### src/design/ipc_defines.svh
// constants of the inductive link modem and phase control
`ifndef IPC_DEFINES_SVH
`define IPC_DEFINES_SVH
// Functional notes
// - receiver ask bits at 2 kbit/s recovered
// - packets come from coil current or voltage
// - one decoder, better demod path chosen
// - fsk shifts frequency in 256-cycle units
// - modulated period is base minus 3 counts
// - send only after rx packet, deviation under 1%
// - start bit is 512 modulated cycles
// - one bit: 256 base then 256 modulated
// - zero bit: 512 base cycles
// - byte framed start, data, parity, stop
// - bi-phase decode: two narrow or one wide
// - rx byte is 11 bits
// - packet: preamble, header, message, checksum
// - selection waits for object placement
// - signal strength packet moves ping to config
// - neg bit clear: power transfer, no reply
// - neg bit set: enter negotiation
// - each negotiation request granted or denied
// - foreign object in negotiation: back to select
// - power phase handles control, power, end packets
// - end transfer packet stops power

// timing
`define IPC_CLK_NS       100
`define IPC_ASK_BIT_NS   500000
`define IPC_FSK_HALF     10'h100
`define IPC_FSK_LAST     10'h1ff
`define IPC_TX_LAST_BIT  4'ha
// modulated period shortening in 60 MHz counts
`define IPC_MODULATED_OPERATING_FREQUENCY_SHORTEN 16'h0003
// below 301 counts three counts reach 1 %
`define IPC_MIN_PERIOD   16'h012d
// packet headers
`define IPC_HDR_SIG      8'h01
`define IPC_HDR_END      8'h02
`define IPC_HDR_CTRL     8'h03
`define IPC_HDR_RPWR     8'h04
`define IPC_HDR_NEGREQ   8'h20
`define IPC_HDR_CFG      8'h51
// negotiation request flag inside configuration
`define IPC_NEG_BYTE     3'h3
`define IPC_NEG_BIT      3'h7
// negotiation answers
`define IPC_RESP_GRANT   8'hff
`define IPC_RESP_DENY    8'h00
// receive buffer depth in bytes
`define IPC_MAX_BYTES    4'h8
`endif

### src/design/ipc_pkg.sv
// types of the inductive link modem and phase control
package ipc_pkg;

    // power transfer phases
    typedef enum logic [2:0] {
        PH_SELECT = 3'h0,
        PH_PING   = 3'h1,
        PH_IDCFG  = 3'h2,
        PH_NEGOT  = 3'h3,
        PH_POWER  = 3'h4
    } ipc_phase_t;

    // byte receiver
    typedef enum logic {
        RX_HUNT = 1'h0,
        RX_BYTE = 1'h1
    } ipc_rx_t;

    // fsk byte sender
    typedef enum logic {
        TX_IDLE = 1'h0,
        TX_BITS = 1'h1
    } ipc_tx_t;

    // bi-phase bit decoder state
    typedef struct packed {
        logic        prev;
        logic        sync;
        logic        half;
        logic        bit_v;
        logic        bit_d;
        logic [15:0] cnt;
    } ipc_dec_t;

    // core state
    typedef struct packed {
        ipc_phase_t      phase;
        logic            obj_prev;
        logic            sel_curr;
        ipc_rx_t         rx;
        logic [3:0]      bitn;
        logic [9:0]      shift;
        logic [3:0]      nbytes;
        logic [7:0][7:0] buf_b;
        logic [7:0]      xsum;
        logic            bad;
        ipc_tx_t         tx;
        logic [3:0]      tx_bit;
        logic [9:0]      cyc;
        logic [7:0]      tx_word;
        logic            tx_pend;
        logic [7:0]      tx_data;
        logic            tx_allow;
        logic            fsk_mod;
        logic [15:0]     period;
        logic            pkt_v;
        logic [7:0]      pkt_hdr;
        logic [7:0]      pkt_msg;
        logic            ce_v;
        logic            rp_v;
        logic            end_v;
    } ipc_core_t;

endpackage

### src/design/ipc_link_core.sv
// ask packet receiver, fsk sender and phase sequencer
`timescale 1ns/1ps
`default_nettype none
`include "ipc_defines.svh"
module ipc_link_core
    import ipc_pkg::*;
#(
    parameter int ASK_BIT_CYC = `IPC_ASK_BIT_NS / `IPC_CLK_NS
) (
    input  wire logic        clk_sys,
    input  wire logic        nrst,
    input  wire logic        obj_placed,
    input  wire logic        ask_volt,
    input  wire logic        ask_curr,
    input  wire logic [7:0]  volt_quality,
    input  wire logic [7:0]  curr_quality,
    input  wire logic        fod_detected,
    input  wire logic        neg_grant_ok,
    input  wire logic        pwr_cycle,
    input  wire logic [15:0] fop_period,
    output logic             power_on,
    output logic [2:0]       phase,
    output logic             fsk_mod,
    output logic [15:0]      drive_period,
    output logic             curr_path_sel,
    output logic             pkt_valid,
    output logic [7:0]       pkt_header,
    output logic             ce_valid,
    output logic [7:0]       ce_value,
    output logic             rpp_valid,
    output logic [7:0]       rpp_value,
    output logic             ept_valid,
    output logic [7:0]       ept_code
);

    generate
        if (ASK_BIT_CYC < 8 || ASK_BIT_CYC > 30000) begin : g_chk
            $error("ASK_BIT_CYC out of range");
        end
    endgenerate

    ipc_core_t core_reg;   // registered state
    ipc_core_t core_next;  // next state
    logic      ask_sel;    // demod path fed to the decoder
    logic      dec_bit_v;  // decoded bit strobe
    logic      dec_bit;    // decoded bit value
    logic      dec_idle;   // no edges for two bit times

    // modulated or base level of one fsk half bit
    function automatic logic fsk_level(
        input logic [3:0] idx,
        input logic       b,
        input logic       second
    );
        // start bit is modulated both halves
        if (idx == 4'h0) begin
            return 1'b1;
        end
        // a one modulates only its second half
        return b & second;
    endfunction

    // packet header test, used by every phase after selection
    function automatic logic hdr_is(
        input logic [7:0] h,
        input logic [7:0] code
    );
        return h == code;
    endfunction

    // one decoder shared by both paths
    assign ask_sel = core_reg.sel_curr ? ask_curr : ask_volt;

    // coil signal demodulated into bits
    ipc_ask_bit_dec #(
        .BIT_CYC (ASK_BIT_CYC)
    ) u_dec (
        .clk_sys   (clk_sys),
        .nrst      (nrst),
        .ask_in    (ask_sel),
        .bit_valid (dec_bit_v),
        .bit_value (dec_bit),
        .idle      (dec_idle)
    );

    // receive, sequence and send
    always_comb begin
        logic        pkt_ok;
        logic        fop_ok;
        logic [7:0]  hdr;
        logic [10:0] frame;
        pkt_ok = 1'b0;
        fop_ok = fop_period >= `IPC_MIN_PERIOD;
        hdr = core_reg.buf_b[0];
        frame = '0;
        core_next = core_reg;
        core_next.pkt_v = 1'b0;
        core_next.ce_v = 1'b0;
        core_next.rp_v = 1'b0;
        core_next.end_v = 1'b0;
        // presence of last cycle, so a placement is a rising level
        core_next.obj_prev = obj_placed;

        // path choice frozen while a packet arrives
        if (core_reg.rx == RX_HUNT && core_reg.nbytes == 4'h0 &&
            !core_reg.bad) begin
            core_next.sel_curr = curr_quality > volt_quality;
        end

        // byte assembly, 2 kbit/s bits
        if (dec_bit_v) begin
            unique case (core_reg.rx)
                RX_HUNT: begin
                    // preamble ones skipped, zero is start
                    if (!dec_bit) begin
                        core_next.rx = RX_BYTE;
                        core_next.bitn = 4'h0;
                    end
                end
                RX_BYTE: begin
                    // lsb first, then parity and stop
                    core_next.shift = {dec_bit, core_reg.shift[9:1]};
                    core_next.bitn = core_reg.bitn + 4'h1;
                    if (core_reg.bitn == 4'h9) begin
                        core_next.rx = RX_HUNT;
                        // odd parity and stop one keep it
                        if ((^core_next.shift[8:0]) &&
                            core_next.shift[9] &&
                            core_reg.nbytes < `IPC_MAX_BYTES) begin
                            core_next.buf_b[core_reg.nbytes[2:0]] =
                                core_next.shift[7:0];
                            core_next.xsum =
                                core_reg.xsum ^ core_next.shift[7:0];
                            core_next.nbytes = core_reg.nbytes + 4'h1;
                        end else begin
                            core_next.bad = 1'b1;
                        end
                    end
                end
            endcase
        end

        // silence closes the packet
        if (dec_idle && (core_reg.nbytes != 4'h0 || core_reg.bad ||
                         core_reg.rx == RX_BYTE)) begin
            // checksum folds to zero over all bytes
            pkt_ok = !core_reg.bad && core_reg.rx == RX_HUNT &&
                     core_reg.nbytes >= 4'h2 && core_reg.xsum == 8'h00;
            core_next.rx = RX_HUNT;
            core_next.nbytes = 4'h0;
            core_next.xsum = 8'h00;
            core_next.bad = 1'b0;
        end

        // a good packet opens the reply window
        if (pkt_ok) begin
            core_next.pkt_v = 1'b1;
            core_next.pkt_hdr = hdr;
            core_next.pkt_msg = core_reg.buf_b[1];
            core_next.tx_allow = 1'b1;
        end

        // phase sequencer
        unique case (core_reg.phase)
            PH_SELECT: begin
                // only a fresh placement starts a ping; an object left
                // lying after an end or a foreign object waits
                if (obj_placed && !core_reg.obj_prev) begin
                    core_next.phase = PH_PING;
                end
            end
            PH_PING: begin
                // power stays on into configuration
                if (pkt_ok && hdr_is(hdr, `IPC_HDR_SIG)) begin
                    core_next.phase = PH_IDCFG;
                end
            end
            PH_IDCFG: begin
                if (pkt_ok && hdr_is(hdr, `IPC_HDR_CFG)) begin
                    if (core_reg.buf_b[`IPC_NEG_BYTE][`IPC_NEG_BIT]) begin
                        core_next.phase = PH_NEGOT;
                    end else begin
                        // no reply for baseline profile
                        core_next.phase = PH_POWER;
                        core_next.tx_allow = 1'b0;
                    end
                end
            end
            PH_NEGOT: begin
                if (fod_detected) begin
                    core_next.phase = PH_SELECT;
                end else if (pkt_ok &&
                             hdr_is(hdr, `IPC_HDR_NEGREQ)) begin
                    // every request is answered, but no bit is modulated while fop_period is below IPC_MIN_PERIOD
                    core_next.tx_pend = 1'b1;
                    core_next.tx_data = neg_grant_ok ?
                        `IPC_RESP_GRANT : `IPC_RESP_DENY;
                end else if (pkt_ok &&
                             hdr_is(hdr, `IPC_HDR_CTRL)) begin
                    // control error ends negotiation
                    core_next.phase = PH_POWER;
                    core_next.ce_v = 1'b1;
                end
            end
            PH_POWER: begin
                // control, power and end packets
                if (pkt_ok && hdr_is(hdr, `IPC_HDR_CTRL)) begin
                    core_next.ce_v = 1'b1;
                end
                if (pkt_ok && hdr_is(hdr, `IPC_HDR_RPWR)) begin
                    core_next.rp_v = 1'b1;
                end
                if (pkt_ok && hdr_is(hdr, `IPC_HDR_END)) begin
                    core_next.end_v = 1'b1;
                    core_next.phase = PH_SELECT;
                end
            end
            default: begin
                // unused codes fall back to selection
                core_next.phase = PH_SELECT;
            end
        endcase

        // removal drops the link at once
        if (core_reg.phase != PH_SELECT && !obj_placed) begin
            core_next.phase = PH_SELECT;
        end
        if (core_next.phase == PH_SELECT) begin
            core_next.tx_pend = 1'b0;
            core_next.tx_allow = 1'b0;
        end

        // fsk byte sender, counted in power cycles
        unique case (core_reg.tx)
            TX_IDLE: begin
                // only inside a reply window
                if (core_reg.tx_pend && core_reg.tx_allow) begin
                    core_next.tx = TX_BITS;
                    core_next.tx_bit = 4'h0;
                    core_next.cyc = 10'h000;
                    core_next.tx_word = core_reg.tx_data;
                    core_next.tx_pend = 1'b0;
                    core_next.tx_allow = 1'b0;
                end
            end
            TX_BITS: begin
                if (pwr_cycle) begin
                    if (core_reg.cyc == `IPC_FSK_LAST) begin
                        core_next.cyc = 10'h000;
                        if (core_reg.tx_bit == `IPC_TX_LAST_BIT) begin
                            core_next.tx = TX_IDLE;
                        end else begin
                            core_next.tx_bit = core_reg.tx_bit + 4'h1;
                        end
                    end else begin
                        core_next.cyc = core_reg.cyc + 10'h001;
                    end
                end
            end
        endcase

        // stop one, odd parity, data, start
        frame = {1'b1, ~^core_next.tx_word, core_next.tx_word, 1'b0};
        // halves of 256 cycles; start, one, zero
        core_next.fsk_mod = core_next.tx == TX_BITS && fop_ok &&
            fsk_level(core_next.tx_bit, frame[core_next.tx_bit],
                      core_next.cyc >= `IPC_FSK_HALF);
        // modulated period three counts shorter
        core_next.period = core_next.fsk_mod ?
            fop_period - `IPC_MODULATED_OPERATING_FREQUENCY_SHORTEN : fop_period;
    end

    // state register
    always_ff @(posedge clk_sys or negedge nrst) begin
        if (!nrst) begin
            core_reg <= '0;
        end else begin
            core_reg <= core_next;
        end
    end

    // outputs
    assign power_on      = core_reg.phase != PH_SELECT;
    assign phase         = core_reg.phase;
    assign fsk_mod       = core_reg.fsk_mod;
    assign drive_period  = core_reg.period;
    assign curr_path_sel = core_reg.sel_curr;
    assign pkt_valid     = core_reg.pkt_v;
    assign pkt_header    = core_reg.pkt_hdr;
    assign ce_valid      = core_reg.ce_v;
    assign ce_value      = core_reg.pkt_msg;
    assign rpp_valid     = core_reg.rp_v;
    assign rpp_value     = core_reg.pkt_msg;
    assign ept_valid     = core_reg.end_v;
    assign ept_code      = core_reg.pkt_msg;

    a_modulated_operating_frequency_period: assert property (@(posedge clk_sys) disable iff (!nrst)
        fsk_mod |-> drive_period == $past(fop_period) - 16'h0003)
        else $error("modulated period not base minus three");

    a_dev_limit: assert property (@(posedge clk_sys) disable iff (!nrst)
        fsk_mod |-> $past(fop_period) > 16'h012c)
        else $error("deviation would reach one percent");

    a_tx_after_rx: assert property (@(posedge clk_sys) disable iff (!nrst)
        $rose(core_reg.tx == TX_BITS) |-> $past(core_reg.tx_allow))
        else $error("fsk started without a received packet");

    a_start_mod: assert property (@(posedge clk_sys) disable iff (!nrst)
        (core_reg.tx == TX_BITS && core_reg.tx_bit == 4'h0 &&
         $past(fop_period) > 16'h012c) |-> fsk_mod)
        else $error("start bit not modulated");

    a_zero_base: assert property (@(posedge clk_sys) disable iff (!nrst)
        (core_reg.tx == TX_BITS && core_reg.tx_bit != 4'h0 &&
         core_reg.cyc < 10'h100) |-> !fsk_mod)
        else $error("first half of a data bit modulated");

    a_sel_hold: assert property (@(posedge clk_sys) disable iff (!nrst)
        (phase == PH_SELECT && !obj_placed) |=> phase == PH_SELECT)
        else $error("left selection without placement");

    a_neg_exit: assert property (@(posedge clk_sys) disable iff (!nrst)
        (phase == PH_NEGOT && fod_detected) |=> phase == PH_SELECT)
        else $error("foreign object ignored in negotiation");

    a_end_stop: assert property (@(posedge clk_sys) disable iff (!nrst)
        ept_valid |-> !power_on ##1 !power_on)
        else $error("power kept after end transfer packet");

    a_ce_power: assert property (@(posedge clk_sys) disable iff (!nrst)
        ce_valid |-> phase == PH_POWER && pkt_valid)
        else $error("control error outside power transfer");

    a_noneg_quiet: assert property (@(posedge clk_sys) disable iff (!nrst)
        ($past(phase) == PH_IDCFG && phase == PH_POWER)
        |-> !core_reg.tx_pend [*4])
        else $error("reply queued for baseline configuration");

endmodule
`default_nettype wire

### src/design/ipc_ask_bit_dec.sv
// differential bi-phase bit decoder for the receiver's ask signal
`timescale 1ns/1ps
`default_nettype none
module ipc_ask_bit_dec
    import ipc_pkg::*;
#(
    parameter int BIT_CYC = 5000
) (
    input  wire logic clk_sys,
    input  wire logic nrst,
    input  wire logic ask_in,
    output logic      bit_valid,
    output logic      bit_value,
    output logic      idle
);

    // gap below three quarters of a bit is a half
    localparam logic [15:0] SHORT_CYC = 16'(BIT_CYC * 3 / 4);
    // two bit times without an edge end the packet
    localparam logic [15:0] IDLE_CYC  = 16'(BIT_CYC * 2);

    generate
        if (BIT_CYC < 8 || BIT_CYC > 30000) begin : g_chk
            $error("BIT_CYC out of range");
        end
    endgenerate

    ipc_dec_t dec_reg;   // registered state
    ipc_dec_t dec_next;  // next state

    // edge spacing decides the bit
    always_comb begin
        dec_next = dec_reg;
        dec_next.bit_v = 1'b0;
        dec_next.prev = ask_in;
        if (ask_in != dec_reg.prev) begin
            dec_next.cnt = 16'h0000;
            if (!dec_reg.sync) begin
                // first edge after silence only aligns
                dec_next.sync = 1'b1;
                dec_next.half = 1'b0;
            end else if (dec_reg.cnt < SHORT_CYC) begin
                // two narrow halves make a one
                if (dec_reg.half) begin
                    dec_next.bit_v = 1'b1;
                    dec_next.bit_d = 1'b1;
                    dec_next.half = 1'b0;
                end else begin
                    dec_next.half = 1'b1;
                end
            end else begin
                // one wide gap is a zero
                dec_next.bit_v = 1'b1;
                dec_next.bit_d = 1'b0;
                dec_next.half = 1'b0;
            end
        end else if (dec_reg.cnt >= IDLE_CYC) begin
            dec_next.sync = 1'b0;
        end else begin
            dec_next.cnt = dec_reg.cnt + 16'h0001;
        end
    end

    // state register
    always_ff @(posedge clk_sys or negedge nrst) begin
        if (!nrst) begin
            dec_reg <= '0;
        end else begin
            dec_reg <= dec_next;
        end
    end

    assign bit_valid = dec_reg.bit_v;
    assign bit_value = dec_reg.bit_d;
    assign idle      = !dec_reg.sync;

    a_wide_zero: assert property (@(posedge clk_sys) disable iff (!nrst)
        (bit_valid && !bit_value) |-> $past(dec_reg.cnt) >= SHORT_CYC)
        else $error("zero decoded from a narrow gap");

endmodule
`default_nettype wire

### config.mk
export PLATFORM = sky130hd
export DESIGN_NAME = ipc_link_core
export DESIGN_NICKNAME = d
export VERILOG_FILES = /design/src/design/ipc_pkg.sv /design/src/design/ipc_link_core.sv /design/src/design/ipc_ask_bit_dec.sv
export VERILOG_INCLUDE_DIRS = /design/src /design/src/design
export SDC_FILE = /design/constraint.sdc
export NUM_CORES = 1
export LEC_CHECK = 0
export ABC_CLOCK_PERIOD_IN_PS = 4730
export BUFFER_PORTS_ARGS = -buffer_cell sky130_fd_sc_hd__buf_2
export CORE_ASPECT_RATIO = 0.5
export CORE_MARGIN = 10
export CORE_UTILIZATION = 39
export DETAILED_ROUTE_END_ITERATION = 7
export GPL_ROUTABILITY_DRIVEN = 0
export RECOVER_POWER = 25
export SYNTH_ARGS = -nofsm -noshare
export SYNTH_HDL_FRONTEND = slang
export SYNTH_SLANG_ARGS = --single-unit
### constraint.sdc
create_clock -name clk_sys -period 4.73 [get_ports clk_sys]
set_input_delay 0.2365 -clock clk_sys [delete_from_list [all_inputs] [get_ports clk_sys]]
set_output_delay 0.2365 -clock clk_sys [all_outputs]
set_load 0.02 [all_outputs]
==> Word-level counts from Yosys, hierarchy flattened <==
Cells that the tools add are included.
Widths: inputs -> output; s select.
{ "totals": {"word_cells": 194, "output_inout_bits": 58, "in_bits": 40, "ff_bits": 188} }
{ "op_classes": {"eq_ne": 18, "bitwise_logic": 5, "muxes": 70, "order_cmp": 10, "reduce_logical": 47, "addsub": 6} }
{ "op_table": {"columns": ["op", "n"], "rows": [
  ["$mux 92", 1],
  ["$mux 87", 1],
  ["$mux 77", 1],
  ["$mux 76", 1],
  ["$bwmux 64", 1],
  ["$mux 16", 3],
  ["$mux 9", 5],
  ["$mux 3", 10],
  ["$pmux 15 s2", 1],
  ["$mux 1", 27],
  ["$demux 8 s3", 1],
  ["$mux 24", 1],
  ["$logic_and 1x1->1", 20],
  ["$mux 17", 1],
  ["$add 16x1->16 const B", 1],
  ["$eq 8x2->1 const B", 2],
  ["$ge 16x14->1 const B", 1],
  ["$ge 16x9->1 const B", 1],
  ["$lt 16x12->1 const B", 1],
  ["$mux 8", 2],
  ["$sub 16x2->16 const B", 1],
  ["$mux 15", 1],
  ["$pmux 3 s5", 1],
  ["$add 4x1->4 const B", 3],
  ["43 further kinds", 68]
]} }

==> Logic depth before layout (Yosys ltp) <==
Gate-level depths: netlist (run 1).
{ "logic_depth": {"depth_word": 22, "mapped_depth": 12} }

==> Modules after synthesis <==
Synthesis (run 1) repeated with hierarchy kept, for this count alone.
{ "unflattened": {"cells_unflattened": 675, "area_unflattened_um2": 7106.8} }
{ "by_module_without_submodules": {"columns": ["module", "area_per_inst_um2", "cells_each", "instances"], "rows": [
  ["ipc_link_core", 6062.1, 569, 1],
  ["ipc_ask_bit_dec", 1044.8, 106, 1]
]} }

==> Worst setup path before layout (run 1) <==
No wires, ideal clock.
{ "synth_timing": {"path_kind": "register -> register", "startpoint": "reg with a tool-made name", "endpoint": "reg core_reg (netlist bit drive_period[15])", "setup_time_ns": 0.129, "synth_period_minus_slack_ns": 3.058, "setup_slack_ns": 1.672, "arrival_ns": 2.928, "path_stages_with_launch": 10, "path_cell_list": "dfrtp_1 > ha_1 > nand3_2 > or4_4 > mux2_4 > a211o_1 > a2111o_1 > o22ai_4 > nand2_1 > o41a_1"} }
{ "synth_lines": {"columns": ["item", "line", "rtl"], "rows": [
  ["to (signal assigned)", "ipc_link_core.sv:278", "core_reg <= core_next;"],
  ["to (decl)", "ipc_link_core.sv:42", "ipc_core_t core_reg;"]
]} }

==> impl_results.md, run 1 <==
* RSZ-0062 raised after global routing: false
* Worst path top cell family by delay: compound AO/OA/AOI/OAI gates
* Worst Path Required at 5.02 ns
* Clk pwr share at about two fifths
* Most frequent cell after synthesis: dfrtp_1
* Setup TNS at 0 ns
* Vias in the first global route at around 5100
* CP Max Fanout at 17
* Post-Syn Instances at 688
* # IOs at between 90 and 100
* Crit path top cell by count: o41a_1
* Pleak at between 3 and 4 nW
* Total core area at 17400 sq um
* Sequential area share after synthesis at between 40% and 50%
* Synth top cells by count: dfrtp_1 (133), nand2_1 (91), buf_4 (51)
* Largest cells by area after synthesis: dfrtp_1 (48%), buf_4 (5.5%), nand2_1 (5.0%)
* Post-CTS Resized at 0
* Critical Path End Type: flop
* CP Class: flop to flop
* Worst hold path class: input pin to flop
* Synth Register Bits at 133
* Finish-stage setup viols at 0
* Clock Tree Root: clkbuf_16
* Crit-path max cell delay at ~0.54 ns
* Reg power frac at between 40% and 50%
* Initial antenna violation count at 0
* Synthesized net count at 748
* FFs w/ async S/R, synth at 100%
* First-pass GRT wire length at 24400 microns
* FP Rows at 34
* Tmin final at between 3 and 4 ns
* Antenna viol nets, final at 0
* FF/Latch Area at 3330 sq um
* Cts bufs inserted at 17
* WL/cell at 14.2 microns
* Share of cells above drive strength 1 at between 10% and 20%
* CTS tree: yes
* Worst hold margin at about 0.036 ns
* Slew headroom at -68.4%
* Number of diodes at 0
* Tot Pwr at approximately 3.5 mW
* Worst slew pin tran at between 2 and 3 ns
* Total track usage at 12.2%
* Remaining global-route overflow at 0
* Synth area leader: dfrtp_1
* Switching power share of the total at 28.4%
* Worst Path Buf+Inv at 0
* Status: complete, but fails checks
* Critical path cell sequence: ha_1, nand3_2, o41a_1, nor3_1, o21ai_0, a221o_1, o22ai_4, nand2_1, o41a_1
* Max Slew Vio Count at 102
* Critical Path Start Type: flop
* Avg Inst Size Synth at 10.0 sq um
* Worst IR Drop VDD at 0.261 mV
* CTS clock-pin slew for the worst setup and hold paths at 0.05 ns
* CP arrival at 3.81 ns
* Max-Cap Viols at 1
* Synth cell types at 63
* Detailed placement HPWL at 9910 microns
* I/O Buffers at 97
* Top cell type's share of synthesized area at 48.2%
* Area of the multi-input gates at between 2000 and 3000 sq um
* CP max stage cell: nor3_1
* Post-CTS setup buffers at 0
* Hold_sp: fop_period[7]
* Via count at 4920
* Fin nets at 805
* Fin crit share at 74.3%
* Filler cell count at 1696
* Failing checks: capacitance limit, slew limit
* H-tree depth at 4
* Primary FF master, synth: dfrtp_1
* Clk_lat worst skew at 0.41 ns
* Worst Skew at about 0.008 ns
* Total Wirelength at ~14000 microns
* P&R area growth vs syn at 13.5%
* Vias per cell at ~5.0
* Synthesized cell area at 6900 sq um
* Final Hold Fails at 0
* Die area at 23700 sq um
* First-pass DRT Iterations at 4
* Sw power at 1.00 mW
* Clk sinks at 133
* Comb pwr share at 18.8%
* FMAX at 285 MHz
* Hold-fix buffers at CTS at 2
* Largest net degree at the start of global routing at 102
* Post-synth EDFFs at 0
* Cell Pwr Density at 451 nW/um^2
* Clk buf depth at 2
* DIE HEIGHT at 114 microns
* Int Power at roughly 2.5 mW
* Die Span X at 208 microns
* Initial cell density of the core at between 30 and 40%
* Synth warn at 0
* Drt first-iter violations at 273
* DRC violation count after routing at 0
## cell usage in the layout (no fill, tap or decap), drive strengths merged, types with 21 or more instances in the layout
cell and n:
a21oi 21, buf 45, clkbuf 76, dfrtp 133, inv 37, mux2 27, nand2 91, nand3 27
nor2 48, o21ai 27, xnor2 28, xor2 22
## worst paths after layout
path                                               to  slack [ns]  cells past startpoint
min reg2reg                   ce_value[4]$_DFFE_PN0P_        0.46                      2
max in group asynchronous   pkt_header[1]$_DFFE_PN0P_        2.00                      3
min in group asynchronous   drive_period[1]$_DFF_PN0_        1.11                      2
max reg2reg                drive_period[15]$_DFF_PN0_        1.22                      9
max                        drive_period[15]$_DFF_PN0_        1.22                      9
min                         drive_period[7]$_DFF_PN0_        0.04                      2
## layout make-up
cell class,count,area share [%]
Clock buffer,20,5.57
Sequential cell,133,42.5
Timing Repair Buffer,103,5.96
Tap cell,234,3.74
Inverter,38,1.82
Clock inverter,10,2.32
Multi-Input combinational cell,452,38.1
## power by group through the flow
stage	registers, mW	clock network [mW]	logic (mW)
after floorplan	1.42	0	0.514
after global routing	1.49	1.49	0.752
final	1.46	1.41	0.663
after detailed placement	1.48	0	0.673
after CTS	1.46	1.44	0.677
after global placement	1.47	0	0.655
## cell families after synthesis
group / after synthesis / share of synthesized area (%)
flops: 133 / 48.2
buf+inv: 103 / 8.49
xor+xnor: 51 / 6.67
fa+ha+maj: 20 / 3.63
mux: 34 / 5.48
simple gates: 256 / 18.7
compound gates: 91 / 8.83
## per-stage QoR
| stage | cells | instance area [sq um] | worst slack, ns | util (%) |
|---|---|---|---|---|
| final | 990 | 7840 | 1.22 | 45.1 |
| after floorplan | 688 | 6900 | 1.67 | - |
| after CTS | 990 | 7910 | 1.23 | 45.6 |
| after global placement | 958 | 7270 | 1.36 | 41.9 |
| after global routing | 990 | 7840 | 0.923 | 45.1 |
| after detailed placement | 958 | 7270 | 1.27 | 41.9 |
## per-layer routing
layer	wire (microns)	GRT usage [%]
met3	653	3.73
met2	6370	19.2
met4	176	4.08
met5	0	0
met1	6890	15.8
No activity file was read; power rests on OpenSTA's default activity.
==> run 2, diff against run 1 <==
ABC_CLOCK_PERIOD_IN_PS = 3000   (was 4730)
clock period = 3 ns   (was 4.73 ns; I/O delays follow)
==> run 2 against run 1 <==
  * The flow still finishes with violations (capacitance limit, slew limit)
  * Setup slack worse by 1.2 ns
  * Sequential power is 55% higher
  * Sequential share of layout area is 2.0 points lower
  * Critical endpoint is now drive_period[5]$_DFF_PN0_
  * Non-clock buffer count is 44 higher
  * Critical path type unchanged
  * Sequential cell count stayed put
  * First-iteration DRC count is 4.4% higher
  * Critical path depth is 1 higher
  * Register-to-register slack worse by 1.2 ns
==> impl_results.md, run 2 (same netlist as run 1, synthesis figures left out) <==
* Hold_sp: fod_detected
* R2r worst-path depth at 10 (+1)
* Filler cell count at 1619 (-4.5%)
* Clk sinks at 133 (unchanged)
* Final Hold Fails at 0 (unchanged)
* Crit-path max cell delay at 0.56 ns (+0.02 ns)
* RSZ-0062 raised after global routing: true
* CTS tree: yes
* First-pass GRT wire length at 25200 microns (+3.1%)
* Worst Skew at 0.00999 ns (+0.00215 ns)
* FMAX at 337 MHz (+19%)
* Failing checks: capacitance limit, slew limit
* Status: complete, but fails checks
* Area after DPL at 7480 sq um (+2.9%)
* CP max stage cell: or4_4
* H-tree depth at 4 (unchanged)
* Max Slew Vio Count at 76 (-25%)
* Largest net degree at the start of global routing at 76 (-25%)
* DRC violation count after routing at 0 (unchanged)
* Comb pwr share at 21.4% (+2.6 points)
* Reg2reg setup slack at 0.04 ns (-1.18 ns)
* Clock Tree Root: clkbuf_16
* Total core area at 17400 sq um (unchanged)
* Switching power share of the total at 30.0% (+1.6 points)
* Post-route setup slack at 0.0369 ns (-1.18 ns)
* Non-Filler Instances at 1035 (+4.5%)
* Share of cells above drive strength 1 at 24.2% (+9.4 points)
* Fin util at 47.4% (+2.3 points)
* Die Span X at 208 microns (unchanged)
* Total track usage at 12.7% (+0.46 points)
* Most common cell after layout, fill and taps aside: dfrtp_1
* Clk pwr share at 36.8% (-3.0 points)
* Hold Crit Endpoint: ce_valid$_DFF_PN0_
* Worst Path Required at 3.30 ns (-1.72 ns)
* # IOs at 98 (unchanged)
* Initial antenna violation count at 0 (unchanged)
* Worst IR Drop VDD at 0.421 mV (+61%)
* Fin area at 8230 sq um (+5.0%)
* Fin crit share at 98.8% (+25 points)
* Detailed placement HPWL at 10500 microns (+6.3%)
* Clk buf depth at 2 (unchanged)
* Critical Path End Type: flop
* WL/cell at 14.0 microns (-1.5%)
* CP Class: flop to flop
* Vias per cell at 4.80 (-3.3%)
* Clk_lat worst skew at 0.42 ns (about the same)
* Most frequent cells in the layout: dfrtp_1 (133), buf_2 (91), nand2_1 (90)
* Tmin final at 2.96 ns (-0.549 ns)
* Finish-stage setup viols at 0 (unchanged)
* Drt first-iter violations at 285 (+4.4%)
* Fin nets at 849 (+5.5%)
* Antenna viol nets, final at 0 (unchanged)
* Inst Count DP at 984 (+2.7%)
* Critical path cell sequence: ha_2, nand3_4, or4_4, mux2_4, a211o_1, a2111o_1, o22ai_4, buf_4, nand2_1, xnor2_1
* Initial cell density of the core at 39.8% (unchanged)
* CTS clock-pin slew for the worst setup and hold paths at 0.06 ns (about the same)
* Worst slew pin tran at 1.86 ns (-0.661 ns)
* Via count at 4973 (+1.1%)
* Int Power at 3.80 mW (+50%)
* Worst hold path class: input pin to flop
* Capturing point of the worst reg2reg path: drive_period[5]$_DFF_PN0_
* Critical Path Start Type: flop
* CP Max Fanout at 10 (-7)
* Hold depth at 4 (+2)
* Vias in the first global route at 5082 (+0.34%)
* DIE HEIGHT at 114 microns (unchanged)
* Slew headroom at -24.3% (+44 points)
* Setup WS pre-CTS at 0.0144 ns (-1.26 ns)
* Cell Pwr Density at 660 nW/um^2 (+46%)
* Reg power frac at 41.8% (+0.4 points)
* Worst hold margin at 0.0574 ns (+0.0217 ns)
* Sw power at 1.63 mW (+63%)
* Max-Cap Viols at 1 (unchanged)
* FP Rows at 34 (unchanged)
* Total Wirelength at 14500 microns (+3.0%)
* CP arrival at 3.26 ns (-0.55 ns)
* Remaining global-route overflow at 0 (unchanged)
* P&R area growth vs syn at 19.3%
* Number of diodes at 0 (unchanged)
* Die area at 23700 sq um (unchanged)
* Cts bufs inserted at 17 (unchanged)
* First-pass DRT Iterations at 4 (unchanged)
* Pleak at 4.15 nW (+9.9%)
* I/O Buffers at 97 (unchanged)
[run 2: critical path, delay by kind of cell, from the launching register on]
family | cells | cell delay (ns)
AO/OA/AOI/OAI | 3 | 0.87
XOR/XNOR | 1 | 0.13
adder cells (fa/ha/maj) | 1 | 0.22
buffers and inverters | 1 | 0.22
flip-flops | 1 | 0.36
multiplexers | 1 | 0.33
AND/OR/NAND/NOR | 3 | 0.71
[run 2: area by class of cell]
cell class,count,area (sq um),share of cell area [%]
clock buffer,18,429,5.22
clock inverter,13,135,1.64
inverter,38,143,1.73
multi-input combinational,452,3000,36.4
sequential,133,3330,40.4
tap,234,293,3.56
timing repair buffer,147,902,11.0
[run 2: how the worst max path moves through the flow]
stage               start                          to  depth (start not counted)
floorplan            flop  drive_period[15]$_DFF_PN0_                          9
global placement     flop   drive_period[5]$_DFF_PN0_                         10
finish               flop   drive_period[5]$_DFF_PN0_                         10
CTS                  flop   drive_period[5]$_DFF_PN0_                         10
global route         flop  drive_period[10]$_DFF_PN0_                         10
detailed placement   flop   drive_period[3]$_DFF_PN0_                         10
[run 2: stage by stage]
stage,setup TNS (ns),power [mW]
2_1_floorplan,0,3.06
3_3_place_gp,0,3.42
3_5_place_dp,0,3.44
4_1_cts,0,5.50
5_1_grt,-0.833,5.75
6_report,0,5.43
[run 2: power groups by stage]
stage                     sequential (mW)  combinational, mW  clock (mW)
after floorplan                      2.25              0.813           0
after CTS                            2.27               1.18        2.05
final                                2.27               1.16        2.00
after detailed placement             2.30               1.14           0
after global routing                 2.31               1.31        2.14
after global placement               2.30               1.12           0
[run 2: per-layer routing]
metal,vias to the layer above,wire length [microns],track usage (%)
li1,2515,-,-
met1,2371,6980,16.1
met2,74,6710,20.2
met3,13,664,3.92
met4,0,167,4.17
met5,-,0,0
[run 2: what timing repair did]
item                                    4_1_cts  5_1_grt
endpoints found under the hold margin        89        0
resized for setup                             0        0
endpoints found under the setup margin        1       13
setup buffers                                 0        1
hold buffers                                 19        0
pin swaps                                     1        1
==> run 3, diff against run 2 <==
BUFFER_PORTS_ARGS = -buffer_cell sky130_fd_sc_hd__buf_4   (was -buffer_cell sky130_fd_sc_hd__buf_2)
CORE_UTILIZATION = 52   (was 39)
PLACE_DENSITY = 0.76   (was not set)
==> run 3 against run 2 <==
  * The run ends with capacitance limit, slew limit, setup timing left
  * Setup slack got worse by 0.042 ns
  * Maximum frequency decreased by 1.4%
  * First-iteration DRC count increased by 3.9%
  * Register-to-register slack got worse by 0.04 ns
  * Combinational power increased by 3%
  * Largest cell class unchanged
==> impl_results.md, run 3 (same netlist as run 1, synthesis figures left out) <==
* # IOs at 98 (unchanged)
* CP Class: flop to flop
* Worst IR Drop VDD at 0.406 mV (-3.6%)
* Sw power at 1.69 mW (+3.4%)
* Detailed placement HPWL at 10300 microns (-2.0%)
* H-tree depth at 4 (unchanged)
* Switching power share of the total at 30.1% (about the same)
* Reg2reg setup slack at -0.005 ns (-0.04 ns)
* Worst slew pin tran at 2.11 ns (+0.247 ns)
* Total core area at 12800 sq um (-26%)
* Filler cell count at 975 (-40%)
* Worst Path Required at 3.30 ns (about the same)
* Number of diodes at 0 (unchanged)
* Drt first-iter violations at 296 (+3.9%)
* Worst path top cell family by delay: compound AO/OA/AOI/OAI gates
* DIE HEIGHT at 101 microns (-11%)
* Cts bufs inserted at 17 (unchanged)
* Share of cells above drive strength 1 at 24.7% (+0.50 points)
* Slew headroom at -40.8% (-16 points)
* First-pass DRT Iterations at 5 (+1)
* Vias per cell at 5.38 (+12%)
* Most frequent cells in the layout: dfrtp_1 (133), buf_4 (118), nand2_1 (90)
* R2r worst-path depth at 9 (-1)
* Die Span X at 183 microns (-12%)
* Failing checks: capacitance limit, slew limit, setup timing
* Clk pwr share at 37.9% (+1.1 points)
* Initial cell density of the core at 53.9% (+14 points)
* Critical path cell sequence: ha_2, nand3_4, or4_4, mux2_4, a211o_1, a2111o_1, o22ai_4, nand2_2, o41a_1
* FP Rows at 29 (-15%)
* Worst Path Buf+Inv at 0 (-1)
* Clk sinks at 133 (unchanged)
* P&R area growth vs syn at 22.1%
* CTS tree: yes
* Hold depth at 4 (unchanged)
* Inst Count DP at 913 (-7.2%)
* CP max stage cell: or4_4
* Fin crit share at 100% (+1.4 points)
* Cell Pwr Density at 667 nW/um^2 (+0.99%)
* Initial antenna violation count at 0 (unchanged)
* CP Max Fanout at 5 (-5)
* Total Wirelength at 15100 microns (+3.8%)
* CTS clock-pin slew for the worst setup and hold paths at 0.06 ns (about the same)
* Critical Path Start Type: flop
* Setup WS pre-CTS at -0.00127 ns (-0.0157 ns)
* Total track usage at 16.5% (+3.8 points)
* Critical Path End Type: flop
* Pleak at 4.20 nW (+1.2%)
* Die area at 18600 sq um (-22%)
* Tot Pwr at 5.62 mW (+3.4%)
* DRC violation count after routing at 0 (unchanged)
* Remaining global-route overflow at 0 (unchanged)
* Clk_lat worst skew at 0.42 ns (about the same)
* Finish-stage setup viols at 1 (+1)
* First-pass GRT wire length at 25400 microns (+0.66%)
* Int Power at 3.93 mW (+3.3%)
* Non-Filler Instances at 967 (-6.6%)
* FMAX at 333 MHz (-1.4%)
* Fin util at 65.8% (+18 points)
* Most common cell after layout, fill and taps aside: dfrtp_1
* Crit-path max cell delay at 0.56 ns (about the same)
* WL/cell at 15.6 microns (+11%)
* Fin nets at 844 (-0.59%)
* Antenna viol nets, final at 0 (unchanged)
* Max-Cap Viols at 1 (unchanged)
* Hold Crit Endpoint: ce_valid$_DFF_PN0_
* RSZ-0062 raised after global routing: true
* Clock Tree Root: clkbuf_16
* Post-route setup slack at -0.00527 ns (-0.0422 ns)
* Via count at 5201 (+4.6%)
* Worst hold path class: input pin to flop
* Worst Skew at 0.0112 ns (+0.00118 ns)
* Status: complete, but fails checks
* Tmin final at 3.01 ns (+0.0422 ns)
* Largest net degree at the start of global routing at 86 (+13%)
* Clk buf depth at 2 (unchanged)
* I/O Buffers at 97 (unchanged)
* Vias in the first global route at 5269 (+3.7%)
* CP arrival at 3.30 ns (+0.04 ns)
* Hold_sp: fod_detected
* Capturing point of the worst reg2reg path: drive_period[15]$_DFF_PN0_
* Comb pwr share at 21.3% (about the same)
* Max Slew Vio Count at 85 (+12%)
* Reg power frac at 40.8% (-1.0 points)
* Final Hold Fails at 0 (unchanged)
run 3: cell count changes in the layout (fill, tap and decap cells not counted), moves of 2 or more:
cell,before,now
buf_2,91,0
buf_4,31,118
buf_6,0,2
clkbuf_1,6,2
clkinv_2,5,2
inv_6,1,3
run 3: how the worst max path moves through the flow:
stage / endpoint / cells after the start / startpoint
5_1_grt: drive_period[15]$_DFF_PN0_ / 9 / flop
4_1_cts: drive_period[2]$_DFF_PN0_ / 10 / flop
3_3_place_gp: drive_period[14]$_DFF_PN0_ / 10 / flop
6_report: drive_period[15]$_DFF_PN0_ / 9 / flop
2_1_floorplan: drive_period[15]$_DFF_PN0_ / 9 / flop
3_5_place_dp: drive_period[2]$_DFF_PN0_ / 10 / flop
run 3: power groups by stage:
stage | combinational, mW | sequential [mW] | clock, mW
after detailed placement | 1.14 | 2.31 | 0
after floorplan | 0.813 | 2.25 | 0
after global placement | 1.11 | 2.30 | 0
final | 1.20 | 2.29 | 2.13
after global routing | 1.32 | 2.33 | 2.25
after CTS | 1.19 | 2.29 | 2.17
run 3: worst min-delay path, stage by stage:
cell	delay, ns
buf_4	0.08
nor2_1	0.04
nand3_1	0.09
a211oi_1	0.08
run 3: metal layers:
metal	up-vias	part of all wire, %	GRT usage [%]
li1	2514	-	-
met1	2536	45	20.2
met2	139	48	27.6
met3	12	5.8	5.23
met4	0	0.93	4.87
met5	-	0	0
run 3: what timing repair did:
| action | CTS | global route |
|---|---|---|
| hold buffers | 19 | 0 |
| setup buffers | 0 | 3 |
| pin swaps | 1 | 2 |
| gates resized for setup | 0 | 5 |
| hold endpoints to repair | 101 | 0 |
| endpoints found under the setup margin | 2 | 13 |
run 3: cell type report:
type                       count  area (sq um)  share of cell area (%)
clock inverter                14           176                    2.09
inverter                      38           143                    1.69
multi-input combinational    452          3010                    35.7
clock buffer                  18           429                    5.10
sequential                   133          3330                    39.5
timing repair buffer         142          1130                    13.4
tap                          170           213                    2.53
run 3: through the flow:
stage	instance area, sq um	hold WS, ns	TNS [ns]
after floorplan	6910	-0.146	0
after global placement	7600	0.249	0
after detailed placement	7600	0.264	-0.00233
after CTS	8400	0.0541	0
after global routing	8420	0.0801	-0.816
final	8420	0.0663	-0.00527
